## config.mk

```make
export PLATFORM = sky130hd
export DESIGN_NAME = skjcu_unit
export DESIGN_NICKNAME = d
export VERILOG_FILES = /design/src/rtl/skjcu_unit.v
export VERILOG_INCLUDE_DIRS = /design/src /design/src/pkg
export SDC_FILE = /design/constraint.sdc
export NUM_CORES = 1
export LEC_CHECK = 0
export ABC_CLOCK_PERIOD_IN_PS = 7900
export BUFFER_PORTS_ARGS = -buffer_cell sky130_fd_sc_hd__buf_2
export CAP_MARGIN = 5
export CORE_ASPECT_RATIO = 0.7
export CORE_UTILIZATION = 54
export CTS_CLUSTER_DIAMETER = 100
export DETAILED_ROUTE_END_ITERATION = 10
export PLACE_DENSITY_LB_ADDON = 0.1
export SKIP_CTS_REPAIR_TIMING = 1
export SLEW_MARGIN = 20
export SYNTH_ARGS = -nofsm -noshare
export SYNTH_HDL_FRONTEND = slang
export SYNTH_SLANG_ARGS = --single-unit
```

## constraint.sdc

```tcl
create_clock -name mclk -period 7.9 [get_ports mclk]
set_input_delay 0.395 -clock mclk [delete_from_list [all_inputs] [get_ports mclk]]
set_output_delay 0.395 -clock mclk [all_outputs]
set_load 0.05 [all_outputs]
```

## src/pkg/skjcu_defs.vh

```
// Constants for the skip and conditional jump unit.
// Assumes inclusion by the unit's design file, its monitor and its bench.
`ifndef SKJCU_DEFS_VH
`define SKJCU_DEFS_VH

// Instruction word field positions.
`define SKJCU_IND_BIT 23
`define SKJCU_OP_HI 22
`define SKJCU_OP_LO 18
`define SKJCU_COND_HI 17
`define SKJCU_COND_LO 16
`define SKJCU_IDX_HI 15
`define SKJCU_IDX_LO 14
`define SKJCU_ADR_HI 13
`define SKJCU_ADR_LO 0
`define SKJCU_SIGN_BIT 23

// Operation codes (octal in the listing).
`define SKJCU_OP_STEST 5'h04
`define SKJCU_OP_SROT 5'h05
`define SKJCU_OP_MCMP 5'h0d
`define SKJCU_OP_CSUB 5'h0f
`define SKJCU_OP_SENSE 5'h07
`define SKJCU_OP_JACC 5'h1d
`define SKJCU_OP_JSW 5'h1e

// Condition designator values.
`define SKJCU_C_PLUS 2'h0
`define SKJCU_C_MINUS 2'h1
`define SKJCU_C_ZERO 2'h2
`define SKJCU_C_NZERO 2'h3

// Sense group selectors held in the condition designator.
`define SKJCU_G_SWITCH 2'h0
`define SKJCU_G_INRDY 2'h1
`define SKJCU_G_OUTLN 2'h2
`define SKJCU_G_IND 2'h3

// Jump selectors.
`define SKJCU_J_QPLUS 2'h3
`define SKJCU_J_SW1 2'h1
`define SKJCU_J_SW2 2'h2

// Indicator group select bits in the address field.
`define SKJCU_I_OVF 0
`define SKJCU_I_DIV 3
`define SKJCU_I_PAR 6
`define SKJCU_I_ACCNEG 9
`define SKJCU_I_EXTNEG 10
`define SKJCU_I_ACCZ 11
`define SKJCU_I_RNG 12
`define SKJCU_I_LOCK 13
`define SKJCU_I_LAMP 2

// Register map, byte addresses.
`define SKJCU_A_CTRL 8'h00
`define SKJCU_A_STAT 8'h04
`define SKJCU_A_PC 8'h08
`define SKJCU_CTRL_RST 1'h1

`endif

```

## src/rtl/skjcu_unit.v

```verilog
// Skip and conditional jump unit of the 24-bit sequencer.
// Assumes the sequencer supplies the fetched word, indexed and
// effective addresses and current PC, and waits for the done pulse.
// Memory requests stay up until acknowledged, however many wait states pass.
//
// Notes on behaviour
// - Bit 23 indirect, 22-18 opcode, 17-16 condition, 15-14 index, 13-0 address.
// - Storage test reads indexed word, tests condition, skips; no indirect, two cycles.
// - Compare-subtract operand is accumulator minus memory word, both kept.
// - Condition 0 plus, 1 minus, 2 zero, 3 non-zero.
// - Storage rotate rotates word left one, writes back, tests rotated value.
// - Masked compare: accumulator minus (extension AND word), indirect allowed, two cycles.
// - Switch skip ORs switches AND mask; one cycle, no state change.
// - Input-ready skip when any masked channel has input data; one cycle.
// - Output-lines skip when any masked channel has free output lines.
// - Indicator group ignores indexing and indirection, one cycle each.
// - Overflow skip skips when set and clears overflow unless a new overflow arrives in that cycle.
// - Divide error skip skips when set and clears it unless a new divide error arrives in that cycle.
// - Parity skip skips on odd shift parity and resets it even.
// - Accumulator negative skip tests bit 23, accumulator unchanged.
// - Extension negative and accumulator zero skips alter nothing.
// - Range overflow skip skips when set and clears the indicator.
// - Lockout-clear skip skips when lockout off, lockout unchanged.
// - Operator flag sets lamp; only the operator press clears it.
// - Accumulator jumps on plus, minus or zero load effective address, one cycle.
// - Opcode 35 designator 3 jumps when extension sign plus, one cycle.
// - Opcode 36 designator 1 or 2 jumps when that switch is on.

`include "skjcu_defs.vh"
`timescale 1ns/1ps
`default_nettype none

module skjcu_unit (
   // Clock and reset.
   input wire mclk,
   input wire rst_n,
   // Instruction from the sequencer.
   input wire instValid,
   input wire [23:0] instWord,
   input wire [13:0] idxAddr,
   input wire [13:0] effAddr,
   input wire [13:0] curPc,
   // Processor registers.
   input wire [23:0] accA,
   input wire [23:0] extQ,
   // Panel, channels and lockout.
   input wire [15:0] senseSw,
   input wire [15:0] chanInAvail,
   input wire [15:0] chanOutAvail,
   input wire masterLockout,
   input wire lampPress,
   // Indicator events from the arithmetic unit.
   input wire ovfSet,
   input wire divErrSet,
   input wire shiftOne,
   input wire rangeOvfSet,
   // Core memory port.
   input wire memAck,
   input wire [23:0] memRdata,
   output reg memRd_q,
   output reg memWr_q,
   output reg [13:0] memAddr_q,
   output reg [23:0] memWdata_q,
   // Result to the sequencer.
   output reg ready_q,
   output reg done_q,
   output reg [13:0] pcNext_q,
   output reg skipTaken_q,
   output reg jumpTaken_q,
   // Indicators and lamp.
   output reg ovf_q,
   output reg divErr_q,
   output reg parOdd_q,
   output reg rangeOvf_q,
   output reg lamp_q,
   // APB slave.
   input wire psel,
   input wire penable,
   input wire pwrite,
   input wire [7:0] paddr,
   input wire [31:0] pwdata,
   output reg [31:0] prdata_q,
   output reg pready_q,
   output reg pslverr_q
);

   // One-hot states: idle, waiting for the read, waiting for the write-back.
   localparam [2:0] S_IDLE = 3'b001;
   localparam [2:0] S_READ = 3'b010;
   localparam [2:0] S_WRITE = 3'b100;

   reg [2:0] state_q;
   reg enable_q;
   // Opcode, designator and PC are held for the memory kinds.
   reg [4:0] op_q;
   reg [1:0] cond_q;
   reg [13:0] pc_q;

   // Decoded fields of the incoming word.
   // The indirect flag is not read here: the sequencer resolves it into effAddr.
   wire [4:0] opIn = instWord[`SKJCU_OP_HI:`SKJCU_OP_LO];
   wire [1:0] condIn = instWord[`SKJCU_COND_HI:`SKJCU_COND_LO];
   wire [13:0] adrIn = instWord[`SKJCU_ADR_HI:`SKJCU_ADR_LO];
   wire [15:0] maskIn = instWord[`SKJCU_IDX_HI:`SKJCU_ADR_LO];
   wire start = instValid & ready_q;

   // Condition designator test on a 24-bit operand.
   // A zero operand carries a plus sign, so designator 0 skips on zero too.
   function condMet;
      input [1:0] c;
      input [23:0] v;
      begin
         case (c)
            `SKJCU_C_PLUS: condMet = ~v[`SKJCU_SIGN_BIT];
            `SKJCU_C_MINUS: condMet = v[`SKJCU_SIGN_BIT];
            `SKJCU_C_ZERO: condMet = (v == 24'h000000);
            default: condMet = (v != 24'h000000);
         endcase
      end
   endfunction

   // Closed rotate keeps bit 23 by moving it into bit 0.
   wire [23:0] rotWord = {memRdata[22:0], memRdata[23]};
   // Both differences wrap at 24 bits; a difference that overflows is
   // tested by the sign it wraps to, as the arithmetic unit would see it.
   wire [23:0] csubOp = accA - memRdata;
   wire [23:0] mcmpOp = accA - (extQ & memRdata);

   // Memory operand selected by the held opcode.
   // Only the four memory kinds reach the read state, so the default is the plain test.
   reg [23:0] memOp;
   always @* begin
      case (op_q)
         `SKJCU_OP_SROT: memOp = rotWord;
         `SKJCU_OP_MCMP: memOp = mcmpOp;
         `SKJCU_OP_CSUB: memOp = csubOp;
         default: memOp = memRdata;
      endcase
   end
   wire memSkip = condMet(cond_q, memOp);

   // Indicator group: each set address bit selects one test.
   // Several select bits may be set at once: any true test skips, and
   // every selected indicator except the lamp is cleared in the same cycle; the lamp bit sets the lamp.
   wire iOvf = adrIn[`SKJCU_I_OVF];
   wire iDiv = adrIn[`SKJCU_I_DIV];
   wire iPar = adrIn[`SKJCU_I_PAR];
   wire iRng = adrIn[`SKJCU_I_RNG];
   wire iLamp = adrIn[`SKJCU_I_LAMP];
   wire indSkip = (iOvf & ovf_q)
      | (iDiv & divErr_q)
      | (iPar & parOdd_q)
      | (adrIn[`SKJCU_I_ACCNEG] & accA[`SKJCU_SIGN_BIT])
      | (adrIn[`SKJCU_I_EXTNEG] & extQ[`SKJCU_SIGN_BIT])
      | (adrIn[`SKJCU_I_ACCZ] & (accA == 24'h000000))
      | (iRng & rangeOvf_q)
      | (adrIn[`SKJCU_I_LOCK] & ~masterLockout);
   wire isInd = start & (opIn == `SKJCU_OP_SENSE) & (condIn == `SKJCU_G_IND);

   // One-cycle sense skips; the indicator group uses the raw
   // address field so indexing and indirection never reach it.
   reg senseSkip;
   always @* begin
      case (condIn)
         `SKJCU_G_SWITCH: senseSkip = |(senseSw & maskIn);
         `SKJCU_G_INRDY: senseSkip = |(chanInAvail & maskIn);
         `SKJCU_G_OUTLN: senseSkip = |(chanOutAvail & maskIn);
         default: senseSkip = indSkip;
      endcase
   end

   // One-cycle jump conditions.
   // Designator 3 of the accumulator jump is the extension test; a switch
   // jump with designator 0 or 3 is outside this unit and never jumps here.
   reg jumpCond;
   always @* begin
      jumpCond = 1'b0;
      if (opIn == `SKJCU_OP_JACC) begin
         if (condIn == `SKJCU_J_QPLUS)
            jumpCond = ~extQ[`SKJCU_SIGN_BIT];
         else if (condIn != `SKJCU_C_NZERO)
            jumpCond = condMet(condIn, accA);
      end else if (opIn == `SKJCU_OP_JSW) begin
         if (condIn == `SKJCU_J_SW1)
            jumpCond = senseSw[1];
         else if (condIn == `SKJCU_J_SW2)
            jumpCond = senseSw[2];
      end
   end

   // Next-address adders; the held copies serve the memory kinds, whose
   // curPc may already have moved on by the time the memory answers.
   wire [13:0] pcPlus1 = curPc + 14'h0001;
   wire [13:0] pcPlus2 = curPc + 14'h0002;
   wire [13:0] heldPlus1 = pc_q + 14'h0001;
   wire [13:0] heldPlus2 = pc_q + 14'h0002;
   wire needsMem = (opIn == `SKJCU_OP_STEST) | (opIn == `SKJCU_OP_SROT)
      | (opIn == `SKJCU_OP_MCMP) | (opIn == `SKJCU_OP_CSUB);
   wire isJump = (opIn == `SKJCU_OP_JACC) | (opIn == `SKJCU_OP_JSW);

   // Sequencing: one-cycle kinds finish on the edge after start,
   // memory kinds wait for the read and, for rotate, the write back.
   // Rotate waits for the write acknowledge before done, so the rewritten
   // word is in core before the next instruction can read it.
   reg [23:0] rotHeld_q;
   reg skipHeld_q;
   always @(posedge mclk or negedge rst_n) begin
      if (!rst_n) begin
         state_q <= S_IDLE;
         op_q <= 5'h00;
         cond_q <= 2'h0;
         pc_q <= 14'h0000;
         memRd_q <= 1'b0;
         memWr_q <= 1'b0;
         memAddr_q <= 14'h0000;
         memWdata_q <= 24'h000000;
         done_q <= 1'b0;
         pcNext_q <= 14'h0000;
         skipTaken_q <= 1'b0;
         jumpTaken_q <= 1'b0;
         rotHeld_q <= 24'h000000;
         skipHeld_q <= 1'b0;
      end else begin
         // Done is a one-cycle pulse unless a branch below raises it.
         done_q <= 1'b0;
         case (state_q)
            S_IDLE: begin
               if (start) begin
                  op_q <= opIn;
                  cond_q <= condIn;
                  pc_q <= curPc;
                  if (needsMem) begin
                     memRd_q <= 1'b1;
                     // Storage skips take no indirection.
                     if (opIn == `SKJCU_OP_STEST || opIn == `SKJCU_OP_SROT)
                        memAddr_q <= idxAddr;
                     else
                        memAddr_q <= effAddr;
                     state_q <= S_READ;
                  end else if (isJump) begin
                     done_q <= 1'b1;
                     skipTaken_q <= 1'b0;
                     jumpTaken_q <= jumpCond;
                     pcNext_q <= jumpCond ? effAddr : pcPlus1;
                  end else begin
                     done_q <= 1'b1;
                     jumpTaken_q <= 1'b0;
                     if (opIn == `SKJCU_OP_SENSE) begin
                        skipTaken_q <= senseSkip;
                        pcNext_q <= senseSkip ? pcPlus2 : pcPlus1;
                     end else begin
                        // Unknown opcodes fall through in sequence.
                        skipTaken_q <= 1'b0;
                        pcNext_q <= pcPlus1;
                     end
                  end
               end
            end
            // Read data stand only with the acknowledge, so the skip is
            // decided here and held through the rotate's write phase.
            S_READ: begin
               if (memAck) begin
                  memRd_q <= 1'b0;
                  if (op_q == `SKJCU_OP_SROT) begin
                     memWr_q <= 1'b1;
                     memWdata_q <= rotWord;
                     skipHeld_q <= memSkip;
                     rotHeld_q <= rotWord;
                     state_q <= S_WRITE;
                  end else begin
                     done_q <= 1'b1;
                     jumpTaken_q <= 1'b0;
                     skipTaken_q <= memSkip;
                     pcNext_q <= memSkip ? heldPlus2 : heldPlus1;
                     state_q <= S_IDLE;
                  end
               end
            end
            S_WRITE: begin
               if (memAck) begin
                  memWr_q <= 1'b0;
                  done_q <= 1'b1;
                  jumpTaken_q <= 1'b0;
                  skipTaken_q <= skipHeld_q;
                  pcNext_q <= skipHeld_q ? heldPlus2 : heldPlus1;
                  state_q <= S_IDLE;
               end
            end
            default: state_q <= S_IDLE;
         endcase
      end
   end

   // Ready tracks idle and software enable, so a disabled unit
   // simply holds off the sequencer rather than dropping work.
   // It falls in the cycle after a take, which keeps a word that
   // the sequencer still offers from being taken twice.
   // A memory kind keeps it low until its done pulse has gone out,
   // so the sequencer never overlaps two instructions.
   always @(posedge mclk or negedge rst_n) begin
      if (!rst_n) begin
         ready_q <= 1'b0;
      end else begin
         ready_q <= enable_q & (state_q == S_IDLE) & ~start;
      end
   end

   // Indicators: an event in the clearing cycle wins over the clear.
   // Each clear acts only at the take edge of the indicator group instruction.
   wire clrOvf = isInd & iOvf;
   wire clrDiv = isInd & iDiv;
   wire clrPar = isInd & iPar;
   wire clrRng = isInd & iRng;
   always @(posedge mclk or negedge rst_n) begin
      if (!rst_n) begin
         ovf_q <= 1'b0;
         divErr_q <= 1'b0;
         parOdd_q <= 1'b0;
         rangeOvf_q <= 1'b0;
         lamp_q <= 1'b0;
      end else begin
         ovf_q <= ovfSet | (ovf_q & ~clrOvf);
         divErr_q <= divErrSet | (divErr_q & ~clrDiv);
         // A shifted-out one arriving with the reset still flips it.
         parOdd_q <= (parOdd_q & ~clrPar) ^ shiftOne;
         rangeOvf_q <= rangeOvfSet | (rangeOvf_q & ~clrRng);
         // The operator press clears, the instruction only sets.
         lamp_q <= (isInd & iLamp) | (lamp_q & ~lampPress);
      end
   end

   // APB slave: data is prepared in the setup cycle so the access
   // phase always completes at its first edge with no wait states.
   // Read data are captured at setup, so a flag that changes during the
   // access phase is reported as it stood one cycle earlier.
   // Unmapped addresses answer with an error; writes to them change nothing.
   wire setup = psel & ~penable;
   wire access = psel & penable;
   wire mapped = (paddr == `SKJCU_A_CTRL) | (paddr == `SKJCU_A_STAT)
      | (paddr == `SKJCU_A_PC);
   reg [31:0] rdMux;
   always @* begin
      case (paddr)
         `SKJCU_A_CTRL: rdMux = {31'h00000000, enable_q};
         // Status packs the live state code above the seven flags.
         `SKJCU_A_STAT: rdMux = {22'h000000, state_q, lamp_q,
            rangeOvf_q, parOdd_q, divErr_q, ovf_q, masterLockout,
            ready_q};
         `SKJCU_A_PC: rdMux = {18'h00000, pcNext_q};
         default: rdMux = 32'h00000000;
      endcase
   end
   always @(posedge mclk or negedge rst_n) begin
      if (!rst_n) begin
         prdata_q <= 32'h00000000;
         pready_q <= 1'b0;
         pslverr_q <= 1'b0;
         enable_q <= `SKJCU_CTRL_RST;
      end else begin
         pready_q <= 1'b1;
         if (setup) begin
            prdata_q <= pwrite ? 32'h00000000 : rdMux;
            pslverr_q <= ~mapped;
         end
         if (access && pwrite && paddr == `SKJCU_A_CTRL)
            enable_q <= pwdata[0];
      end
   end

endmodule // skjcu_unit

`default_nettype wire

```

==> Word level (Yosys, flattened, before mapping) <==
Cells that the tools add are included.
Widths: inputs -> output; s select.
{ "word_totals": {"ff_bits": 123, "inputBits": 239, "elab_cells": 197} }
{ "classes": {"add_sub_neg": 6, "n_eq_ne": 28, "mux": 58, "bitwise_logic": 59, "n_reduce_logical": 23} }
{ "ops": {"columns": ["op", "n"], "rows": [
  ["$mux 14", 12],
  ["$pmux 14 s3", 2],
  ["$pmux 24 s3", 1],
  ["$and 16x16->16", 3],
  ["$logic_not 24->1", 2],
  ["$reduce_bool 24->1", 2],
  ["$reduce_or 16->1", 3],
  ["$sub 24x24->24", 2],
  ["$mux 32", 1],
  ["$add 14x1->14 const B", 2],
  ["$add 14x2->14 const B", 2],
  ["$mux 1", 28],
  ["$and 1x1->1", 25],
  ["$and 24x24->24", 1],
  ["$eq 5x3->1 const B", 4],
  ["$eq 5x4->1 const B", 4],
  ["$pmux 1 s3", 6],
  ["$or 1x1->1", 17],
  ["$ne 2x2->1 const B", 8],
  ["$mux 3", 5],
  ["$not 1->1", 12],
  ["$reduce_and 4->1", 3],
  ["$eq 5x5->1 const B", 2],
  ["$pmux 3 s3", 1],
  ["18 further kinds", 26]
]} }

==> Depth between registers and ports, before layout <==
{ "depth": {"ltp_word": 15, "ltp_mapped": 19, "ltp_nobuf": 18} }

==> Worst setup path before layout <==
No wires, ideal clock.
{ "synth_timing": {"path_type": "flip-flop to flip-flop", "startpoint": "reg op_q[4]", "endpoint": "reg pcNext_q[5]", "setup_time_ns": 0.126, "t_arrival_ns": 4.349, "required_time_ns": 7.774, "setup_slack_ns": 3.425, "stages_incl_launch_ff": 18, "n_path_buf": 1, "period_less_slack_ns": 4.475, "path_cell_list": "dfrtp_1 and4b_1 and2_1 clkbuf_1 o21ai_0 fa_1 a211oi_2 o21ai_1 nand2_1 a311oi_1 a2111o_1 a2111oi_4 a41o_1 o31ai_4 nor3_4 nor2_1 xor2_1 a221o_1"} }
{ "synth_via": {"elab_chain_len": 8, "word_cells_on_any_way": 14} }
{ "synth_lines": {"columns": ["element", "line", "source"], "rows": [
  ["from (decl)", "skjcu_unit.v:95", "reg [4:0] op_q;"],
  ["from (signal assigned)", "skjcu_unit.v:229", "op_q <= opIn;"],
  ["$eq 5x4->1 / $eq 5x3->1 (equally long branches)", "skjcu_unit.v:133", "case (op_q)"],
  ["$pmux 24 s3", "skjcu_unit.v:133", null],
  ["$reduce_bool 24->1 (tied with other cells)", "skjcu_unit.v:117", "default: condMet = (v != 24'h000000);"],
  ["$pmux 1 s3", "skjcu_unit.v:113", "case (c)"],
  ["$mux 14", "skjcu_unit.v:274", "pcNext_q <= memSkip ? heldPlus2 : heldPlus1;"],
  ["$mux 14", "skjcu_unit.v:264", "if (op_q == `SKJCU_OP_SROT) begin"],
  ["$mux 14", "skjcu_unit.v:262", "if (memAck) begin"],
  ["$pmux 14 s3", "skjcu_unit.v:226", "case (state_q)"],
  ["to (signal assigned)", "skjcu_unit.v:244", "pcNext_q <= jumpCond ? effAddr : pcPlus1;"],
  ["to (signal assigned)", "skjcu_unit.v:274", null],
  ["to (signal assigned)", "skjcu_unit.v:285", "pcNext_q <= skipHeld_q ? heldPlus2 : heldPlus1;"],
  ["to (decl)", "skjcu_unit.v:67", "output reg [13:0] pcNext_q,"]
]} }
Parallel ways exist; a longest one is shown, timed or not. The select of a mux whose other input is x is not followed.
A chain may end at the register's enable or synchronous reset.

==> Final worst setup path <==
Ends and elaborated chain as after synthesis.

==> metrics.md <==
| Metric | Value |
|---|---|
| Largest net degree at the start of global routing | 58 |
| Most frequent cell after synthesis | nand2_1 |
| CP Data Required Time | 8140 ps |
| 1st-iter DRT viols | 836 |
| Top Layer Used | met4 |
| Vias per Instance | 6.05 |
| Placed insts | 1414 |
| M1 WL | 12.4 mm |
| Clk slew on worst S/H paths | 80 ps |
| Final setup violation count | 0 |
| Total CTS buffers | 9 |
| Endpoint class of the critical path | flip-flop |
| Latest clock arrival within the worst-skew pair | 360 ps |
| Syn avg cell area | 8.46 µm² |
| Routed wire per std cell | 19.0 µm |
| Fin. max-slew vios | 0 |
| Core area | 14800 µm² |
| Initial antenna violation count | 0 |
| DRC | 0 |
| Post-route ant nets | 0 |
| H-tree depth | 3 |
| First-pass GRT wire length | 41.6 mm |
| Vias in the first global route | 7580 |
| Post-synthesis register bit count | 105 |
| Post-synthesis sequential area ratio | 32.0% |
| Clk root buf | clkbuf_16 |
| Mapped cell area | 8220 µm² |
| Die Wd | 149 µm |
| Worst VDD drop | 102 µV |
| Port buffer count | 285 |
| Routed WL | 27.1 mm |
| Distinct cell type count after synthesis | 80 |
| Fin. Hold Viols | 0 |
| Setup TNS | 0 ps |
| DP HPWL | 21.6 mm |
| Die area | 15700 µm² |
| Cells along the critical path | and4b_1, and2_1, o21ai_0, ha_1, and4_1, nand3_1, a21o_1, a21boi_0, o21ai_1, mux2_2, nand3_1, mux2_2, nor3_4, nor2_1, xor2_1, a221o_1 |
| Fillers | 1287 |
| Layout area overhead | 21.8% |
| CP Max Fanout | 24 |
| Final #Nets | 1497 |
| GRT Total Usage | 34.5% |
| Clock buffer depth | 2 |
| Post-synth top area share | 31.4% |
| Met3 WL | 2.57 mm |
| Antenna cells | 0 |
| I/O pins | 336 |
| Drt first pass iters | 5 |
| Gr ovfl total | 0 |
| Status | complete, no violations |
| Crit path DAT | 5840 ps |
| Die height | 105 µm |
| PwrDens | 147 nW/µm² |
| Achievable Freq | 178 MHz |
| DR vias | 8658 |
| Fin crit share | 70.9% |
| Routed wl met2 | 11.9 mm |
| Share of post-route cells with drive strength above 1 | 30.7% |
| Worst relative slew slack | 30.0% |
| CTS tree | done |
| Tmin final | 5600 ps |
| Worst path bufs/invs | 0 |
| Leak Pwr | 4.82 nW |
| Slew @ Worst Pin | 1050 ps |
| Synth top cells by count | 105 x nand2_1, 103 x dfrtp_1, 91 x nor2_1, 67 x a21oi_1, 63 x o21ai_0 |
| Non-filler instance count after layout | 1430 |
| Post-synth EDFFs | 0 |
| Clock sink total | 105 |
| Warnings, synthesis | 0 |
| Global placer's final weighted congestion | 0.955 |
| Critical path class | flip-flop to flip-flop |
| Synth Flop Type | dfrtp_1 |
| Rows | 37 |
| Sequential cell area | 2630 µm² |
| Worst hold path class | primary input to async pin |
| Mapped Cells | 971 |
| Setup Skew | 11.2 ps |
| Crit path max-delay family | simple AND/OR/NAND/NOR gates |
| Multi-input gate area | 5250 µm² |
| RSZ-0062 raised after global routing | no |
| Starting Density | 55.6% |
| Critical-path cell with the highest stage delay | and2_1 |
| Area contributors post-synth | dfrtp_1 31%, mux2_2 6.3%, nand2_1 4.8%, nor2_1 4.2%, ha_1 4.1% |
| Max incr delay on CP | 720 ps |
| Startpoint Class | flip-flop |
| Max-cap violations | 0 |
| Post-synth ARST share | 100% |
| Synth area leader | dfrtp_1 |
[cells by family after synthesis]
family / synth area share (%)
adders and majority gates: 4.36
DFF: 32.0
other: 0.0914
xor gates and xnor gates: 4.48
buffers and inverters: 4.98
muxes: 9.84
and+or+nand+nor: 19.9
AOI/OAI and AO/OA: 24.4
[layer usage]
layer | up-vias | track usage [%]
met4 | 0 | 6.27
li1 | 4087 | -
met3 | 29 | 6.68
met5 | - | 0
met2 | 429 | 51.5
met1 | 4113 | 51.7
[per-stage QoR]
| step | hold WS [ps] | cell area [µm²] | util [%] | power (W) | setup WS (ps) |
|---|---|---|---|---|---|
| CTS | 69.4 | 10000 | 67.8 | 0.00147 | 2360 |
| detailed placement | 455 | 9700 | 65.7 | 0.00101 | 2410 |
| global placement | 457 | 9700 | 65.7 | 0.00101 | 2410 |
| global route | 96.5 | 10000 | 67.8 | 0.00154 | 1900 |
| finish | 40.1 | 10000 | 67.8 | 0.00147 | 2300 |
| floorplan | 99.4 | 8280 | - | 0.000865 | 3430 |
[cell type report]
| type | count | area share, % |
|---|---|---|
| Timing Repair Buffer | 292 | 14.8 |
| Sequential cell | 105 | 26.3 |
| Inverter | 25 | 0.938 |
| Clock buffer | 9 | 2.25 |
| Tap cell | 195 | 2.44 |
| Clock inverter | 7 | 0.863 |
| Multi-Input combinational cell | 797 | 52.4 |
[state kept, by name, summed over array words and instances (netlist names), 2 cells and up]
name        flops
memWdata_q     24
cond_q          2
state_q         3
op_q            5
pcNext_q       14
memAddr_q      14
prdata_q       14
pc_q           14
[worst reg2reg max path: stages (launching register included)]
cell and delay [ps]:
dfrtp_1 420, and4b_1 390, and2_1 720, o21ai_0 190, ha_1 530, and4_1 340
nand3_1 100, a21o_1 240, a21boi_0 560, o21ai_1 170, mux2_2 330, nand3_1 220
mux2_2 410, nor3_4 270, nor2_1 100, xor2_1 170, a221o_1 330
[power by group]
part           switching [W]  internal [W]
Combinational       0.000261      0.000155
Clock               0.000235      0.000227
Sequential         0.0000337      0.000558
Total               0.000530      0.000940
[worst paths after layout]
check / cells after the start / slack, ps / from / end
min in group mclk: 2 / 210 / divErrSet / divErr_q
max in group asynchronous: 2 / 6670 / rst_n / memWdata_q[13]
worst max register to register: 16 / 2300 / op_q[4] / pcNext_q[5]
worst min register to register: 1 / 480 / memRd_q / memRd_q
worst min-delay path: 1 / 40 / rst_n / memAddr_q[2]
worst max-delay path: 16 / 2300 / op_q[4] / pcNext_q[5]
[cells in the final DEF, fill, tap and decap left out, types with 7 or more instances in the layout]
cell type and instances:
buf_4 8, a21o_1 12, a31oi_1 8, and2_1 7
conb_1 19, nor2_1 90, a211oi_1 9, ha_1 27
o21ai_0 63, nand3_1 19, nor4_1 17, nand2b_1 13
nor2b_1 8, xor2_1 22, nor3_1 28, mux2i_1 29
clkbuf_16 9, o21a_1 9, o22ai_1 8, inv_1 25
xnor2_1 20, o221ai_1 10, and3_1 14, a221oi_1 7
nand4_1 14, dfrtp_1 103, nand2_1 105, buf_2 284
o211ai_1 8, a22oi_1 31, a21oi_1 67, o21ai_1 9
mux2_2 46
No activity file was read; power rests on OpenSTA's default activity.
